[config.mk]
export PLATFORM = sky130hd
export DESIGN_NAME = asp_serial_port
export DESIGN_NICKNAME = d
export VERILOG_FILES = /design/src/common/asp_pkg.sv /design/src/design/asp_baud_gen.sv /design/src/design/asp_serial_port.sv
export SDC_FILE = /design/constraint.sdc
export NUM_CORES = 1
export LEC_CHECK = 0
export BUFFER_PORTS_ARGS = -buffer_cell sky130_fd_sc_hd__buf_2
export CAP_MARGIN = 20
export CORE_UTILIZATION = 55
export CTS_BUF_LIST = sky130_fd_sc_hd__clkbuf_8
export DETAILED_ROUTE_END_ITERATION = 16
export GPL_ROUTABILITY_DRIVEN = 0
export HOLD_SLACK_MARGIN = 0.05
export PLACE_DENSITY = 0.78
export SLEW_MARGIN = 15
export SYNTH_ARGS = -nofsm -noshare
export SYNTH_HDL_FRONTEND = slang
export SYNTH_SLANG_ARGS = --single-unit
[constraint.sdc]
create_clock -name hclk -period 4.01 [get_ports hclk]
set_input_delay 1.0025 -clock hclk [delete_from_list [all_inputs] [get_ports hclk]]
set_output_delay 1.0025 -clock hclk [all_outputs]
set_load 0.01 [all_outputs]
[src/common/asp_pkg.sv]
package asp_pkg;

    // Register indices; byte address is four times the index
    localparam logic [11:0] IDX_DATA = 12'hf40;
    localparam logic [11:0] IDX_STAT0 = 12'hf41;
    localparam logic [11:0] IDX_CTL0 = 12'hf42;
    localparam logic [11:0] IDX_CTL1 = 12'hf43;
    localparam logic [11:0] IDX_MATCH = 12'hf45;
    localparam logic [11:0] IDX_RATE_HI = 12'hf46;
    localparam logic [11:0] IDX_RATE_LO = 12'hf47;
    localparam logic [11:0] IDX_INTERRUPT_REQUEST_REG_ZERO = 12'hfc0;

    // Reset values
    localparam logic [7:0] CTL0_RST = 8'h00;
    localparam logic [7:0] CTL1_RST = 8'h00;
    localparam logic [7:0] MATCH_RST = 8'h00;
    localparam logic [7:0] RATE_HI_RST = 8'hff;
    localparam logic [7:0] RATE_LO_RST = 8'hff;

    // Control 0 fields
    localparam int TX_EN_BIT = 7;
    localparam int RX_EN_BIT = 6;
    localparam int PAR_EN_BIT = 4;
    localparam int PAR_ODD_BIT = 3;
    // Control 1 fields
    localparam int MD_EN_BIT = 7;
    localparam int MD_FILT_BIT = 6;
    localparam int MD_TXMARK_BIT = 5;
    localparam int AVAIL_MASK_BIT = 4;
    localparam int TMR_IRQ_BIT = 3;
    // Status 0 fields
    localparam int ST_AVAIL_BIT = 7;
    localparam int ST_PERR_BIT = 6;
    localparam int ST_OVR_BIT = 5;
    localparam int ST_FERR_BIT = 4;
    localparam int ST_BRK_BIT = 3;
    localparam int ST_TXE_BIT = 2;
    localparam int ST_MARK_BIT = 1;
    localparam int ST_TMR_BIT = 0;
    // Interrupt request 0 fields
    localparam int IRQ_RX_BIT = 4;
    localparam int IRQ_TX_BIT = 3;

    // Timing: sixteen divisor ticks per bit, receive samples at mid bit
    localparam int unsigned BRG_W = 16;
    localparam logic [3:0] TICK_LAST = 4'hf;
    localparam logic [3:0] TICK_MID = 4'h7;
    localparam logic [3:0] BITS_BASE = 4'h8;

    typedef enum logic [3:0] {
        ASP_TX_IDLE = 4'b0001,
        ASP_TX_START = 4'b0010,
        ASP_TX_BITS = 4'b0100,
        ASP_TX_STOP = 4'b1000
    } asp_tx_st_t;

    typedef enum logic [3:0] {
        ASP_RX_IDLE = 4'b0001,
        ASP_RX_START = 4'b0010,
        ASP_RX_BITS = 4'b0100,
        ASP_RX_STOP = 4'b1000
    } asp_rx_st_t;

    typedef struct packed {
        asp_tx_st_t tx_st;
        logic [3:0] tx_tick;
        logic [3:0] tx_bit;
        logic [8:0] tx_shift;
        logic [7:0] tx_hold;
        logic hold_full;
        logic tx_empty;
        logic txd;
        asp_rx_st_t rx_st;
        logic [3:0] rx_tick;
        logic [3:0] rx_bit;
        logic [8:0] rx_shift;
        logic [7:0] rx_data;
        logic rx_avail;
        logic rx_mark;
        logic ovr_pend;
        logic brk_pend;
        logic overrun;
        logic line_break;
        logic framing;
        logic parity_err;
        logic addr_hit;
        logic timer_flag;
        logic [7:0] ctl0;
        logic [7:0] ctl1;
        logic [7:0] match;
        logic [7:0] rate_hi;
        logic [7:0] rate_lo;
        logic irq_tx;
        logic irq_rx;
        logic tx_req_prev;
        logic rx_req_prev;
        logic wr_pend;
        logic [11:0] wr_idx;
        logic [7:0] hrdata;
    } asp_state_t;

    function automatic logic reg_hit(input logic [31:0] addr, input logic [11:0] idx);
        return addr == {18'h0, idx, 2'b00};
    endfunction : reg_hit

    // Data bits plus the optional ninth bit
    function automatic logic [3:0] frame_bits(input logic md, input logic par);
        return BITS_BASE + {3'b000, md | par};
    endfunction : frame_bits

    function automatic logic parity_of(input logic [7:0] data, input logic odd);
        return (^data) ^ odd;
    endfunction : parity_of

endpackage : asp_pkg

[src/design/asp_baud_gen.sv]
`timescale 1ns/10ps
module asp_baud_gen #(
    parameter int unsigned DIV_W = asp_pkg::BRG_W
) (
    input wire logic hclk,
    input wire logic hresetn,
    input wire logic ce,
    input wire logic [DIV_W-1:0] divisor,
    output logic tick
);
    typedef struct packed {
        logic [DIV_W-1:0] cnt;
        logic tick;
    } asp_brg_state_t;

    asp_brg_state_t s_q;
    asp_brg_state_t s_d;

    // Divisor of zero behaves like one, so the generator never stalls
    // A lowered divisor reloads at once instead of running out the old, longer count
    always_comb begin
        s_d = s_q;
        if (ce) begin
            if (s_q.cnt <= DIV_W'(1) || s_q.cnt > divisor) begin
                s_d.cnt = divisor;
                s_d.tick = 1'b1;
            end else begin
                s_d.cnt = s_q.cnt - DIV_W'(1);
                s_d.tick = 1'b0;
            end
        end
    end

    always_ff @(posedge hclk or negedge hresetn) begin
        if (!hresetn) begin
            s_q <= '0;
        end else begin
            s_q <= s_d;
        end
    end

    assign tick = s_q.tick;
endmodule : asp_baud_gen

[src/design/asp_serial_port.sv]
// Design decision made here: the AHB-Lite register port.
`timescale 1ns/10ps
module asp_serial_port (
    input wire logic hclk,
    input wire logic hresetn,
    input wire logic ce,
    input wire logic hsel,
    input wire logic [31:0] haddr,
    input wire logic [1:0] htrans,
    input wire logic hwrite,
    input wire logic [2:0] hsize,
    input wire logic [31:0] hwdata,
    input wire logic hready,
    output logic [31:0] hrdata,
    output logic hreadyout,
    output logic hresp,
    input wire logic serial_in_pin,
    output logic serial_out_pin,
    output logic tx_irq_req,
    output logic rx_irq_req,
    output logic serial_tx_irq_flag,
    output logic serial_rx_irq_flag
);
    asp_pkg::asp_state_t s_q;
    asp_pkg::asp_state_t s_d;

    logic tick;
    logic [15:0] divisor;
    logic acc;
    logic rd_data;
    logic rd_stat;
    logic md;
    logic par_on;
    logic [3:0] nbits;
    logic rx_done;
    logic [7:0] rx_byte;
    logic rx_ninth;
    logic rx_brk;
    logic rx_perr;
    logic deliver;
    logic tx_req;
    logic rx_req;
    logic [7:0] stat0;

    assign divisor = {s_q.rate_hi, s_q.rate_lo};

    asp_baud_gen #(
        .DIV_W(asp_pkg::BRG_W)
    ) u_brg (
        .hclk(hclk),
        .hresetn(hresetn),
        .ce(ce),
        .divisor(divisor),
        .tick(tick)
    );

    assign acc = ce & hsel & htrans[1] & hready;
    assign rd_data = acc & !hwrite & asp_pkg::reg_hit(haddr, asp_pkg::IDX_DATA);
    assign rd_stat = acc & !hwrite & asp_pkg::reg_hit(haddr, asp_pkg::IDX_STAT0);
    assign md = s_q.ctl1[asp_pkg::MD_EN_BIT];
    // Multidrop marker takes the ninth slot, so parity is ignored there
    assign par_on = s_q.ctl0[asp_pkg::PAR_EN_BIT] & !md;
    assign nbits = asp_pkg::frame_bits(md, par_on);

    assign rx_done = (s_q.rx_st == asp_pkg::ASP_RX_STOP) && tick && (s_q.rx_tick == asp_pkg::TICK_LAST);
    assign rx_ninth = s_q.rx_shift[8];
    assign rx_byte = (md | par_on) ? s_q.rx_shift[7:0] : s_q.rx_shift[8:1];
    assign rx_brk = (rx_byte == 8'h00) && !serial_in_pin && !((md | par_on) && rx_ninth);
    assign rx_perr = par_on && (rx_ninth != asp_pkg::parity_of(rx_byte, s_q.ctl0[asp_pkg::PAR_ODD_BIT]));
    // Filtered multidrop: address bytes only steer the match, data needs a hit
    assign deliver = !(md && s_q.ctl1[asp_pkg::MD_FILT_BIT]) || (!rx_ninth && s_q.addr_hit);

    assign tx_req = s_q.ctl0[asp_pkg::TX_EN_BIT] & s_q.tx_empty;
    assign rx_req = (s_q.ctl0[asp_pkg::RX_EN_BIT] & ((s_q.rx_avail & !s_q.ctl1[asp_pkg::AVAIL_MASK_BIT])
        | s_q.overrun | s_q.framing | s_q.parity_err | s_q.line_break)) | s_q.timer_flag;

    always_comb begin
        stat0 = 8'h00;
        stat0[asp_pkg::ST_AVAIL_BIT] = s_q.rx_avail;
        stat0[asp_pkg::ST_PERR_BIT] = s_q.parity_err;
        stat0[asp_pkg::ST_OVR_BIT] = s_q.overrun;
        stat0[asp_pkg::ST_FERR_BIT] = s_q.framing;
        stat0[asp_pkg::ST_BRK_BIT] = s_q.line_break;
        stat0[asp_pkg::ST_TXE_BIT] = s_q.tx_empty;
        stat0[asp_pkg::ST_MARK_BIT] = s_q.rx_mark;
        stat0[asp_pkg::ST_TMR_BIT] = s_q.timer_flag;
    end

    always_comb begin
        s_d = s_q;
        if (ce) begin
            // Bus address phase: capture read data and apply read side effects
            if (acc) begin
                s_d.wr_pend = hwrite;
                s_d.wr_idx = haddr[13:2];
                s_d.hrdata = 8'h00;
                if (!hwrite) begin
                    if (rd_data) s_d.hrdata = s_q.rx_data;
                    if (rd_stat) s_d.hrdata = stat0;
                    if (asp_pkg::reg_hit(haddr, asp_pkg::IDX_CTL0)) s_d.hrdata = s_q.ctl0;
                    if (asp_pkg::reg_hit(haddr, asp_pkg::IDX_CTL1)) s_d.hrdata = s_q.ctl1;
                    if (asp_pkg::reg_hit(haddr, asp_pkg::IDX_MATCH)) s_d.hrdata = s_q.match;
                    if (asp_pkg::reg_hit(haddr, asp_pkg::IDX_RATE_HI)) s_d.hrdata = s_q.rate_hi;
                    if (asp_pkg::reg_hit(haddr, asp_pkg::IDX_RATE_LO)) s_d.hrdata = s_q.rate_lo;
                    if (asp_pkg::reg_hit(haddr, asp_pkg::IDX_INTERRUPT_REQUEST_REG_ZERO)) begin
                        s_d.hrdata[asp_pkg::IRQ_RX_BIT] = s_q.irq_rx;
                        s_d.hrdata[asp_pkg::IRQ_TX_BIT] = s_q.irq_tx;
                    end
                end
            end else begin
                s_d.wr_pend = 1'b0;
            end
            if (rd_stat) begin
                s_d.overrun = 1'b0;
                s_d.framing = 1'b0;
                s_d.parity_err = 1'b0;
                s_d.line_break = 1'b0;
                s_d.timer_flag = 1'b0;
            end
            if (rd_data) begin
                s_d.rx_avail = 1'b0;
                // Pending overrun is revealed only now, with a byte to discard
                if (s_q.ovr_pend) begin
                    s_d.overrun = 1'b1;
                    s_d.line_break = s_q.brk_pend;
                    s_d.rx_avail = 1'b1;
                    s_d.ovr_pend = 1'b0;
                    s_d.brk_pend = 1'b0;
                end
            end

            // Bus data phase: writes land one cycle after the address
            if (s_q.wr_pend) begin
                case (s_q.wr_idx)
                    asp_pkg::IDX_DATA: begin
                        s_d.tx_hold = hwdata[7:0];
                        s_d.hold_full = 1'b1;
                        s_d.tx_empty = 1'b0;
                    end
                    asp_pkg::IDX_CTL0: s_d.ctl0 = hwdata[7:0];
                    asp_pkg::IDX_CTL1: s_d.ctl1 = hwdata[7:0];
                    asp_pkg::IDX_MATCH: s_d.match = hwdata[7:0];
                    asp_pkg::IDX_RATE_HI: s_d.rate_hi = hwdata[7:0];
                    asp_pkg::IDX_RATE_LO: s_d.rate_lo = hwdata[7:0];
                    asp_pkg::IDX_INTERRUPT_REQUEST_REG_ZERO: begin
                        if (hwdata[asp_pkg::IRQ_RX_BIT]) s_d.irq_rx = 1'b0;
                        if (hwdata[asp_pkg::IRQ_TX_BIT]) s_d.irq_tx = 1'b0;
                    end
                    default: ;
                endcase
            end

            // Transmitter
            case (s_q.tx_st)
                asp_pkg::ASP_TX_IDLE: begin
                    if (s_q.ctl0[asp_pkg::TX_EN_BIT] && s_q.hold_full) begin
                        s_d.tx_shift = {md ? s_q.ctl1[asp_pkg::MD_TXMARK_BIT]
                            : asp_pkg::parity_of(s_q.tx_hold, s_q.ctl0[asp_pkg::PAR_ODD_BIT]), s_q.tx_hold};
                        s_d.hold_full = s_d.hold_full & s_q.wr_pend & (s_q.wr_idx == asp_pkg::IDX_DATA);
                        s_d.tx_st = asp_pkg::ASP_TX_START;
                        s_d.tx_tick = 4'h0;
                        s_d.tx_bit = 4'h0;
                    end
                end
                asp_pkg::ASP_TX_START: begin
                    if (tick) begin
                        s_d.tx_tick = s_q.tx_tick + 4'h1;
                        if (s_q.tx_tick == asp_pkg::TICK_LAST) s_d.tx_st = asp_pkg::ASP_TX_BITS;
                    end
                end
                asp_pkg::ASP_TX_BITS: begin
                    if (tick) begin
                        s_d.tx_tick = s_q.tx_tick + 4'h1;
                        if (s_q.tx_tick == asp_pkg::TICK_LAST) begin
                            s_d.tx_shift = {1'b1, s_q.tx_shift[8:1]};
                            s_d.tx_bit = s_q.tx_bit + 4'h1;
                            // Eight bit times, nine with a ninth bit, remain to refill the holding register
                            if (s_q.tx_bit == 4'h0 && !s_d.hold_full) s_d.tx_empty = 1'b1;
                            if (s_q.tx_bit == nbits - 4'h1) s_d.tx_st = asp_pkg::ASP_TX_STOP;
                        end
                    end
                end
                asp_pkg::ASP_TX_STOP: begin
                    if (tick) begin
                        s_d.tx_tick = s_q.tx_tick + 4'h1;
                        if (s_q.tx_tick == asp_pkg::TICK_LAST) s_d.tx_st = asp_pkg::ASP_TX_IDLE;
                    end
                end
                default: s_d.tx_st = asp_pkg::ASP_TX_IDLE;
            endcase
            case (s_d.tx_st)
                asp_pkg::ASP_TX_START: s_d.txd = 1'b0;
                asp_pkg::ASP_TX_BITS: s_d.txd = s_d.tx_shift[0];
                default: s_d.txd = 1'b1;
            endcase

            // Receiver
            case (s_q.rx_st)
                asp_pkg::ASP_RX_IDLE: begin
                    if (s_q.ctl0[asp_pkg::RX_EN_BIT] && !serial_in_pin) begin
                        s_d.rx_st = asp_pkg::ASP_RX_START;
                        s_d.rx_tick = 4'h0;
                    end
                end
                asp_pkg::ASP_RX_START: begin
                    if (tick) begin
                        s_d.rx_tick = s_q.rx_tick + 4'h1;
                        if (s_q.rx_tick == asp_pkg::TICK_MID) begin
                            // A start that is high again at mid bit was a glitch
                            s_d.rx_st = serial_in_pin ? asp_pkg::ASP_RX_IDLE : asp_pkg::ASP_RX_BITS;
                            s_d.rx_tick = 4'h0;
                            s_d.rx_bit = 4'h0;
                        end
                    end
                end
                asp_pkg::ASP_RX_BITS: begin
                    if (tick) begin
                        s_d.rx_tick = s_q.rx_tick + 4'h1;
                        if (s_q.rx_tick == asp_pkg::TICK_LAST) begin
                            s_d.rx_shift = {serial_in_pin, s_q.rx_shift[8:1]};
                            s_d.rx_bit = s_q.rx_bit + 4'h1;
                            if (s_q.rx_bit == nbits - 4'h1) s_d.rx_st = asp_pkg::ASP_RX_STOP;
                        end
                    end
                end
                asp_pkg::ASP_RX_STOP: begin
                    if (tick) begin
                        s_d.rx_tick = s_q.rx_tick + 4'h1;
                        if (rx_done) begin
                            s_d.rx_st = asp_pkg::ASP_RX_IDLE;
                            if (md && rx_ninth) s_d.addr_hit = (rx_byte == s_q.match);
                            if (deliver) begin
                                if (s_d.rx_avail) begin
                                    s_d.ovr_pend = 1'b1;
                                    s_d.brk_pend = s_q.brk_pend | rx_brk;
                                end else begin
                                    s_d.rx_data = rx_byte;
                                    s_d.rx_mark = rx_ninth;
                                    s_d.rx_avail = 1'b1;
                                    s_d.framing = s_d.framing | !serial_in_pin;
                                    s_d.parity_err = s_d.parity_err | rx_perr;
                                    s_d.line_break = s_d.line_break | rx_brk;
                                end
                            end
                        end
                    end
                end
                default: s_d.rx_st = asp_pkg::ASP_RX_IDLE;
            endcase

            if (tick && !s_q.ctl0[asp_pkg::TX_EN_BIT] && !s_q.ctl0[asp_pkg::RX_EN_BIT]
                && s_q.ctl1[asp_pkg::TMR_IRQ_BIT]) s_d.timer_flag = 1'b1;

            // Request edges set the flags; a set beats a same-cycle clear
            s_d.tx_req_prev = tx_req;
            s_d.rx_req_prev = rx_req;
            if (tx_req && !s_q.tx_req_prev) s_d.irq_tx = 1'b1;
            if (rx_req && !s_q.rx_req_prev) s_d.irq_rx = 1'b1;
        end
    end

    always_ff @(posedge hclk or negedge hresetn) begin
        if (!hresetn) begin
            s_q <= '0;
            s_q.tx_st <= asp_pkg::ASP_TX_IDLE;
            s_q.rx_st <= asp_pkg::ASP_RX_IDLE;
            s_q.tx_empty <= 1'b1;
            s_q.txd <= 1'b1;
            s_q.ctl0 <= asp_pkg::CTL0_RST;
            s_q.ctl1 <= asp_pkg::CTL1_RST;
            s_q.match <= asp_pkg::MATCH_RST;
            s_q.rate_hi <= asp_pkg::RATE_HI_RST;
            s_q.rate_lo <= asp_pkg::RATE_LO_RST;
        end else begin
            s_q <= s_d;
        end
    end

    assign hrdata = {24'h0, s_q.hrdata};
    assign hreadyout = ce;
    assign hresp = 1'b0;
    assign serial_out_pin = s_q.txd;
    assign tx_irq_req = tx_req;
    assign rx_irq_req = rx_req;
    assign serial_tx_irq_flag = s_q.irq_tx;
    assign serial_rx_irq_flag = s_q.irq_rx;
endmodule : asp_serial_port

==> flow_summary.json, run 1 <==
{
  "dpl_cell_area_sq_mm": 0.00925,
  "io_buffers": 61,
  "diodes": 0,
  "dp_hpwl_um": 15100,
  "cts_htree_levels": 4,
  "status": "finished, final reports clean",
  "power_density_mw_per_mm2": 469,
  "arrival_ns": 3.39,
  "drt_iter0_drc": 618,
  "timing.final.ws_setup_ns": 0.965,
  "period_share": 0.759,
  "post_cts_buffers": 0,
  "place_inst": 1130,
  "wl_per_cell_um": 18.1,
  "stdcell_count": 1163,
  "path_buf_inv": 1,
  "cp-start-kind": "input port",
  "critical_path_class": "input port to flip-flop",
  "layout_commonest_cell": "dfrtp_1",
  "cts_buffer_depth": 2,
  "grt_overflow": 0,
  "grt_max_degree": 82,
  "rsz0062_at_grt": "false",
  "cp.depth": 8,
  "ios": 115,
  "synth_area_per_cell_sq_um": 10.0,
  "setup_violations": 0,
  "rr_endpoint": "s_q[69]",
  "synth_edf_count": 0,
  "num_vias": 7126,
  "cts_buffers": 17,
  "end_kind": "flip-flop",
  "synthCells": 890,
  "cts_tree": "built",
  "holdPathStages": 2,
  "coreArea_sq_mm": 0.0158,
  "routed_wirelength_um": 21100,
  "root_buffer": "clkbuf_8",
  "critPathSlowestCell": "nor4_4",
  "hold_viol_final": 0,
  "fill_cells": 1294,
  "async_flop_share": 1.00,
  "synth_cell_types": 82,
  "required_ns": 4.36,
  "clock_skew_ns": 0.0150,
  "hp-class": "flip-flop to flip-flop",
  "r2r_start": "md",
  "die-height_um": 129,
  "synth-main-ff-cell": "dfrtp_1",
  "start_util": 0.563,
  "worstMarginPinSlew_ns": 0.880,
  "drc": 0,
  "max-vdd-ir-drop_uv": 303,
  "cp_max_fo": 11,
  "antenna_found_initial": 0,
  "post-route-util": 0.616,
  "path_delay_family": "simple AND/OR/NAND/NOR gates",
  "final_cell_mix": "dfrtp_1, nand2_1, mux2_2",
  "final_layout_size_suffix_gt1_frac": 0.232,
  "finalNetCount": 1037,
  "drtAntennaViolNets": 0,
  "ys_seq_elements": 153,
  "hp-start": "hrdata[1]",
  "total_power_mw": 4.58,
  "drv_slew": 0,
  "clock_latency_ns": 0.46,
  "pre_cts_ws_ns": 0.501,
  "ctsHoldBuffers": 0,
  "fin_hold_ws_ns": 0.502,
  "die-area_sq_mm": 0.0167,
  "first_pass_iters": 5,
  "slew_headroom": 0.408,
  "stdcell_area_sq_mm": 0.00976,
  "mappedNetlistArea_sq_mm": 0.00892,
  "die_x_um": 129,
  "slowest_delay_ns": 0.46,
  "whs_endpoint": "hrdata[1]",
  "grtUsageTotal": 0.264,
  "path_cells": "buf_2, nor4_2, nand4_2, nor4_4, and3_1, nand2_2, o211ai_2, mux2_2",
  "grt_pass1_vias": 6631,
  "avgViaCountPerCell": 6.13,
  "num_rows": 46,
  "setup_tns_ns": 0,
  "leakage_nw": 4.54,
  "max_freq_mhz": 328,
  "yosysSeqAreaShare": 0.432,
  "cts.sink_count": 153,
  "rrSetupSlack_ns": 1.21,
  "yosys_warnings": 0,
  "cap_violations": 0,
  "area_growth_pct": 9.43,
  "grt_pass1_wl_um": 34000,
  "fin_crit_ns": 3.04,
  "cts_resized": 0,
  "path_clk_slew_ns": 0.08,
  "rr_worst_depth": 9
}
==> worst register-to-register path, stage by stage (launching register included) <==
cell and delay (ns):
dfrtp_1 0.50, nor2_1 0.59, mux2i_1 0.47, ha_1 0.21, nand4_1 0.11, a211oi_1 0.31
nand2_1 0.12, o21ai_0 0.18, a2bb2oi_1 0.08, o21ai_0 0.15
==> routing by layer <==
metal | wire (um) | GRT usage | up-vias
li1 | - | - | 3299
met1 | 9220 | 0.358 | 3496
met2 | 9950 | 0.419 | 296
met3 | 1470 | 0.0611 | 35
met4 | 428 | 0.0872 | 0
met5 | 0 | 0 | -
==> cell type report <==
type,instances,area [sq um],area share
clock buffers,18,248,0.0254
multi-input cells,638,4530,0.464
flip-flops and latches,153,3850,0.395
well taps,216,270,0.0277
inverters,50,188,0.0192
clock inverters,14,253,0.0259
repair buffers,74,419,0.0430
==> power by group <==
part / total, mW / internal, mW / switching [mW]
sequential: 1.96 / 1.73 / 0.223
clock: 1.47 / 0.879 / 0.592
combinational: 1.15 / 0.498 / 0.654
==> state kept, by name, indices dropped and copies added (netlist names) <==
name / count
serial_tx_irq_flag: 1
rx_ninth: 1
divisor: 16
u_brg.tick: 1
u_brg.s_q: 16
md: 1
serial_rx_irq_flag: 1
s_q: 107
hrdata: 8
serial_out_pin: 1
==> Yosys cell counts, types with 21 or more instances <==
cell type	number	area, sq um
dfrtp_1	133	3330
nand2_1	80	300
inv_1	50	188
a21oi_1	27	135
buf_4	35	263
o21ai_0	59	295
nor2_1	56	210
mux2_2	69	777
clkbuf_1	25	93.8
mux2i_1	32	320
ha_1	27	338
xnor2_1	21	184
==> how the worst max path moves through the flow <==
stage              start       to  slack, ns
6_report       haddr[15]  s_q[73]       0.97
5_1_grt        haddr[21]  s_q[73]       0.86
4_1_cts        haddr[15]  s_q[73]       0.99
3_5_place_dp   haddr[15]  s_q[73]       0.50
3_3_place_gp   haddr[15]  s_q[73]       0.55
2_1_floorplan  haddr[20]  s_q[73]       1.18
==> cell families after synthesis <==
logic type	synth area share
AO/OA/AOI/OAI	0.147
XOR/XNOR	0.0236
adder cells (fa/ha/maj)	0.0379
buffers and inverters	0.0707
flip-flops	0.432
multiplexers	0.124
other	0.000421
AND/OR/NAND/NOR	0.163
(Power assumes the default switching activity.)
==> run 2, diff against run 1 <==
- ABC_AREA: unset -> 1
- clock period: 4.01 -> 2.9 ns (I/O delays scaled with it)
==> run 2 against run 1 <==
Net effect: design area rose by 0.90%; highest routed layer unchanged; critical path type is now flip-flop to flip-flop; global-route usage rose by 0.55 points; synthesized area rose by 1.6%; die area rose by 1.6%.
==> flow_summary.json, run 2 <==
{
  "synth-main-ff-cell": "dfrtp_1",
  "timing.final.ws_setup_ns": 0.329,
  "combPwrFrac": 0.301,
  "drt_iter0_drc": 670,
  "seqPwrFrac": 0.428,
  "cp-start-kind": "flip-flop",
  "grt_pass1_wl_um": 35000,
  "arrival_ns": 2.96,
  "cap_violations": 0,
  "setup_tns_ns": 0,
  "post-route-util": 0.615,
  "ios": 115,
  "fill_cells": 1407,
  "critical_path_class": "flip-flop to flip-flop",
  "antenna_found_initial": 0,
  "path_cells": "nor2_4, nand2_1, o21ai_0, inv_1, ha_1, xnor2_1, xnor2_1, xor2_1, nand3_1, o21ai_2",
  "stdcell_count": 1453,
  "grt_pass1_vias": 7091,
  "top_register": "s_q",
  "synthCells": 1171,
  "cp_max_fo": 19,
  "ys_seq_elements": 153,
  "slowest_delay_ns": 0.47,
  "grtUsageTotal": 0.269,
  "max_freq_mhz": 389,
  "finalNetCount": 1327,
  "drc": 0,
  "root_buffer": "clkbuf_8",
  "hold_viol_final": 0,
  "pre_cts_ws_ns": 0.361,
  "p_clk_frac": 0.271,
  "hp-class": "input port to asynchronous set/reset pin",
  "setup_violations": 0,
  "grt_max_degree": 57,
  "cts_buffer_depth": 2,
  "post_cts_buffers": 0,
  "path_clk_slew_ns": 0.09,
  "die-height_um": 130,
  "largest_reg_flops": 107,
  "synth_cell_types": 48,
  "place_inst": 1421,
  "cts_buffers": 17,
  "final_layout_size_suffix_gt1_frac": 0.153,
  "ctsHoldBuffers": 0,
  "io_buffers": 61,
  "yosys-top-cells-count": "nand2_1, inv_1, dfrtp_1",
  "num_rows": 46,
  "die-area_sq_mm": 0.0170,
  "cts_resized": 0,
  "area_growth_pct": 8.63,
  "cts_htree_levels": 4,
  "fin_hold_ws_ns": 0.205,
  "period_share": 0.887,
  "critPathSlowestCell": "dfrtp_1",
  "yosysSeqAreaShare": 0.425,
  "rsz0062_at_grt": "false",
  "end_kind": "flip-flop",
  "rrSetupSlack_ns": 0.33,
  "synth_most_common_cell": "nand2_1",
  "synthTopCellsByArea": "dfrtp_1, nand2_1, o21ai_0, dfstp_2, inv_1",
  "yosys_warnings": 0,
  "dp_hpwl_um": 16000,
  "wl_per_cell_um": 14.9,
  "clock_latency_ns": 0.47,
  "start_util": 0.566,
  "synth.top_cell.area_share": 0.367,
  "leakage_nw": 4.73,
  "async_flop_share": 1.00,
  "total_power_mw": 6.19,
  "num_vias": 7841,
  "drv_slew": 0,
  "cts.sink_count": 153,
  "stdcell_area_sq_mm": 0.00984,
  "die_x_um": 130,
  "status": "finished, final reports clean",
  "drtAntennaViolNets": 0,
  "worstMarginPinSlew_ns": 0.699,
  "cpMostUsedCell": "xnor2_1",
  "fin_crit_ns": 2.57,
  "coreArea_sq_mm": 0.0160,
  "diodes": 0,
  "grt_overflow": 0,
  "yosys.area.top_type": "dfrtp_1",
  "dpl_cell_area_sq_mm": 0.00944,
  "mappedNetlistArea_sq_mm": 0.00906,
  "slew_headroom": 0.533,
  "synth_edf_count": 0,
  "clock_skew_ns": 0.0131,
  "max-vdd-ir-drop_uv": 441,
  "power_density_mw_per_mm2": 629,
  "routed_wirelength_um": 21700,
  "layout_commonest_cell": "nand2_1",
  "final_cell_mix": "nand2_1, inv_1, dfrtp_1",
  "first_pass_iters": 6,
  "avgViaCountPerCell": 5.40,
  "netSwitchingPower_mw": 2.27,
  "intPower_mw": 3.93,
  "synth_area_per_cell_sq_um": 7.74,
  "required_ns": 3.29,
  "cts_tree": "built",
  "netSwitchingFraction": 0.366
}
-- run 2: changes by cell type in the layout (fill, tap and decap cells not counted), sizes merged, moves of 35 or more --
cell   previous run  this run
mux2             70         0
o21ai            63       159
nand2            81       305
nor2             58        93
nand3            20        63
inv              54       153
-- run 2: path summary, 6_finish.rpt --
| kind | start | endpoint | cells after the start |
|---|---|---|---|
| worst max-delay path | md | s_q[67] | 10 |
| worst min-delay path | hresetn | u_brg.s_q[3] | 1 |
| worst max register to register | md | s_q[67] | 10 |
| worst min register to register | s_q[21] | serial_rx_irq_flag | 1 |
| max in group asynchronous | hresetn | s_q[105] | 2 |
| min in group hclk | s_q[21] | serial_rx_irq_flag | 1 |
-- run 2: cell families after synthesis --
kind of cell,share of synthesized area
AND/OR/NAND/NOR,0.265
AO/OA/AOI/OAI,0.136
buffers and inverters,0.107
flip-flops,0.425
XOR/XNOR,0.0290
adder cells (fa/ha/maj),0.0373
other,0.000414
-- run 2: area by class of cell --
cell class | count | area, sq um | share of cell area
well taps | 216 | 270 | 0.0275
clock buffers | 21 | 289 | 0.0294
clock inverters | 11 | 119 | 0.0121
multi-input cells | 829 | 4330 | 0.440
repair buffers | 72 | 419 | 0.0426
flip-flops and latches | 153 | 3850 | 0.391
inverters | 151 | 567 | 0.0576
-- run 2: critical path: cells and delay by family (launching register included) --
kind / cells / cell delay, ns
xor gates and xnor gates: 3 / 0.63
and+or+nand+nor: 3 / 0.61
DFF: 1 / 0.47
adders and majority gates: 1 / 0.32
AOI/OAI and AO/OA: 2 / 0.31
buffers and inverters: 1 / 0.15
-- run 2: metal layers --
metal / up-vias / share of wire / track usage / wire (um)
li1: 3875 / - / - / -
met1: 3653 / 0.44 / 0.363 / 9560
met2: 282 / 0.47 / 0.442 / 10300
met3: 31 / 0.069 / 0.0541 / 1480
met4: 0 / 0.016 / 0.0757 / 354
met5: - / 0 / 0 / 0
-- run 2: power groups by stage --
stage / Combinational (mW) / Clock [mW] / Sequential (mW)
2_1_floorplan: 1.42 / 0 / 2.62
3_3_place_gp: 1.79 / 0 / 2.68
3_5_place_dp: 1.85 / 0 / 2.68
4_1_cts: 1.86 / 1.71 / 2.64
5_1_grt: 2.15 / 1.80 / 2.69
6_report: 1.86 / 1.68 / 2.65
==> run 3, diff against run 2 <==
--- a/constraint.sdc
+++ b/constraint.sdc
@@ -3,2 +3,2 @@
 set_output_delay 0.725 -clock hclk [all_outputs]
-set_load 0.01 [all_outputs]
+set_load 0.005 [all_outputs]
==> run 3 against run 2 <==
Net effect: design area is essentially flat; global-route usage grew 0.20 points; worst hold slack lost 0.012 ns; final cell count is essentially flat; clock skew shrank 0.0021 ns; total power grew 0.19%; setup slack gained 0.018 ns; register-to-register slack gained 0.02 ns; first-iteration DRC count shrank 18%; sequential share of layout area is essentially flat; critical endpoint unchanged; highest routed layer unchanged.
==> flow_summary.json, run 3 (synthesis results as in run 2) <==
{
  "period_share": 0.881,
  "dpl_cell_area_sq_mm": 0.00943,
  "slew_headroom": 0.555,
  "post_cts_buffers": 0,
  "die-height_um": 130,
  "drtAntennaViolNets": 0,
  "grt_overflow": 0,
  "die_x_um": 130,
  "drc": 0,
  "place_inst": 1420,
  "fin_hold_ws_ns": 0.192,
  "max-vdd-ir-drop_uv": 358,
  "cts_buffer_depth": 2,
  "start_util": 0.566,
  "grt_pass1_vias": 7202,
  "die-area_sq_mm": 0.0170,
  "cp_max_fo": 19,
  "finalNetCount": 1326,
  "total_power_mw": 6.21,
  "rrSetupSlack_ns": 0.35,
  "cts_tree": "built",
  "cts_resized": 0,
  "leakage_nw": 4.73,
  "hold_viol_final": 0,
  "io_buffers": 61,
  "stdcell_area_sq_mm": 0.00985,
  "end_kind": "flip-flop",
  "root_buffer": "clkbuf_8",
  "area_growth_pct": 8.67,
  "num_vias": 7900,
  "num_rows": 46,
  "dp_hpwl_um": 16000,
  "stdcell_count": 1452,
  "power_density_mw_per_mm2": 630,
  "grtUsageTotal": 0.271,
  "rsz0062_at_grt": "false",
  "fin_crit_ns": 2.55,
  "cts_htree_levels": 4,
  "grt_max_degree": 57,
  "layout_commonest_cell": "nand2_1",
  "coreArea_sq_mm": 0.0160,
  "setup_tns_ns": 0,
  "wl_per_cell_um": 14.8,
  "grt_pass1_wl_um": 35000,
  "setup_violations": 0,
  "avgViaCountPerCell": 5.44,
  "top_register": "s_q",
  "first_pass_iters": 5,
  "diodes": 0,
  "worstMarginPinSlew_ns": 0.665,
  "final_layout_size_suffix_gt1_frac": 0.152,
  "largest_reg_flops": 107,
  "ctsHoldBuffers": 0,
  "final_cell_mix": "nand2_1, inv_1, dfrtp_1",
  "hp-class": "input port to asynchronous set/reset pin",
  "cap_violations": 0,
  "cp-start-kind": "flip-flop",
  "arrival_ns": 2.96,
  "routed_wirelength_um": 21500,
  "path_clk_slew_ns": 0.08,
  "antenna_found_initial": 0,
  "required_ns": 3.31,
  "clock_latency_ns": 0.48,
  "critical_path_class": "flip-flop to flip-flop",
  "drv_slew": 0,
  "ios": 115,
  "drt_iter0_drc": 550,
  "max_freq_mhz": 392,
  "clock_skew_ns": 0.0109,
  "cts_buffers": 17,
  "status": "finished, final reports clean",
  "cts.sink_count": 153
}
==> run 3: stage by stage <==
| step | util | setup WS (ns) |
|---|---|---|
| finish | 0.615 | 0.347 |
| global route | 0.615 | 0.140 |
| CTS | 0.615 | 0.355 |
| detailed placement | 0.589 | 0.375 |
| global placement | 0.589 | 0.389 |
| floorplan | - | 0.762 |
==> run 3: worst max-delay path, cell delays in order (launching register included) <==
cell and delay, ns:
dfrtp_1 0.47, nor2_4 0.38, nand2_1 0.08, o21ai_0 0.19, inv_1 0.16, ha_1 0.33
xnor2_1 0.19, xor2_1 0.22, xor2_1 0.18, nand3_1 0.14, o21ai_2 0.15
==> run 3: report_power, final <==
group	internal, mW	switching, mW	total [mW]
Sequential	2.41	0.236	2.65
Combinational	0.663	1.19	1.85
Clock	0.878	0.829	1.71
==> run 3: layer usage <==
layer | GRT usage | vias up | part of all wire
met3 | 0.0504 | 39 | 0.058
met4 | 0.107 | 0 | 0.021
li1 | - | 3884 | -
met5 | 0 | - | 0
met2 | 0.450 | 236 | 0.47
met1 | 0.352 | 3741 | 0.45
==> run 3: path summary, 6_finish.rpt <==
check                      cells past startpoint     from                  to
hold / removal                                 1  hresetn        u_brg.s_q[3]
min in group hclk                              1  s_q[21]  serial_rx_irq_flag
max in group asynchronous                      2  hresetn            s_q[105]
hold reg to reg                                1  s_q[21]  serial_rx_irq_flag
setup / recovery                              10       md             s_q[67]
setup reg to reg                              10       md             s_q[67]
==> run 3: cell type report <==
cell class | count | area, sq um
inverters | 151 | 567
clock inverters | 10 | 116
clock buffers | 22 | 303
well taps | 216 | 270
fillers | 1426 | 6150
multi-input cells | 829 | 4330
flip-flops and latches | 153 | 3850
repair buffers | 71 | 412
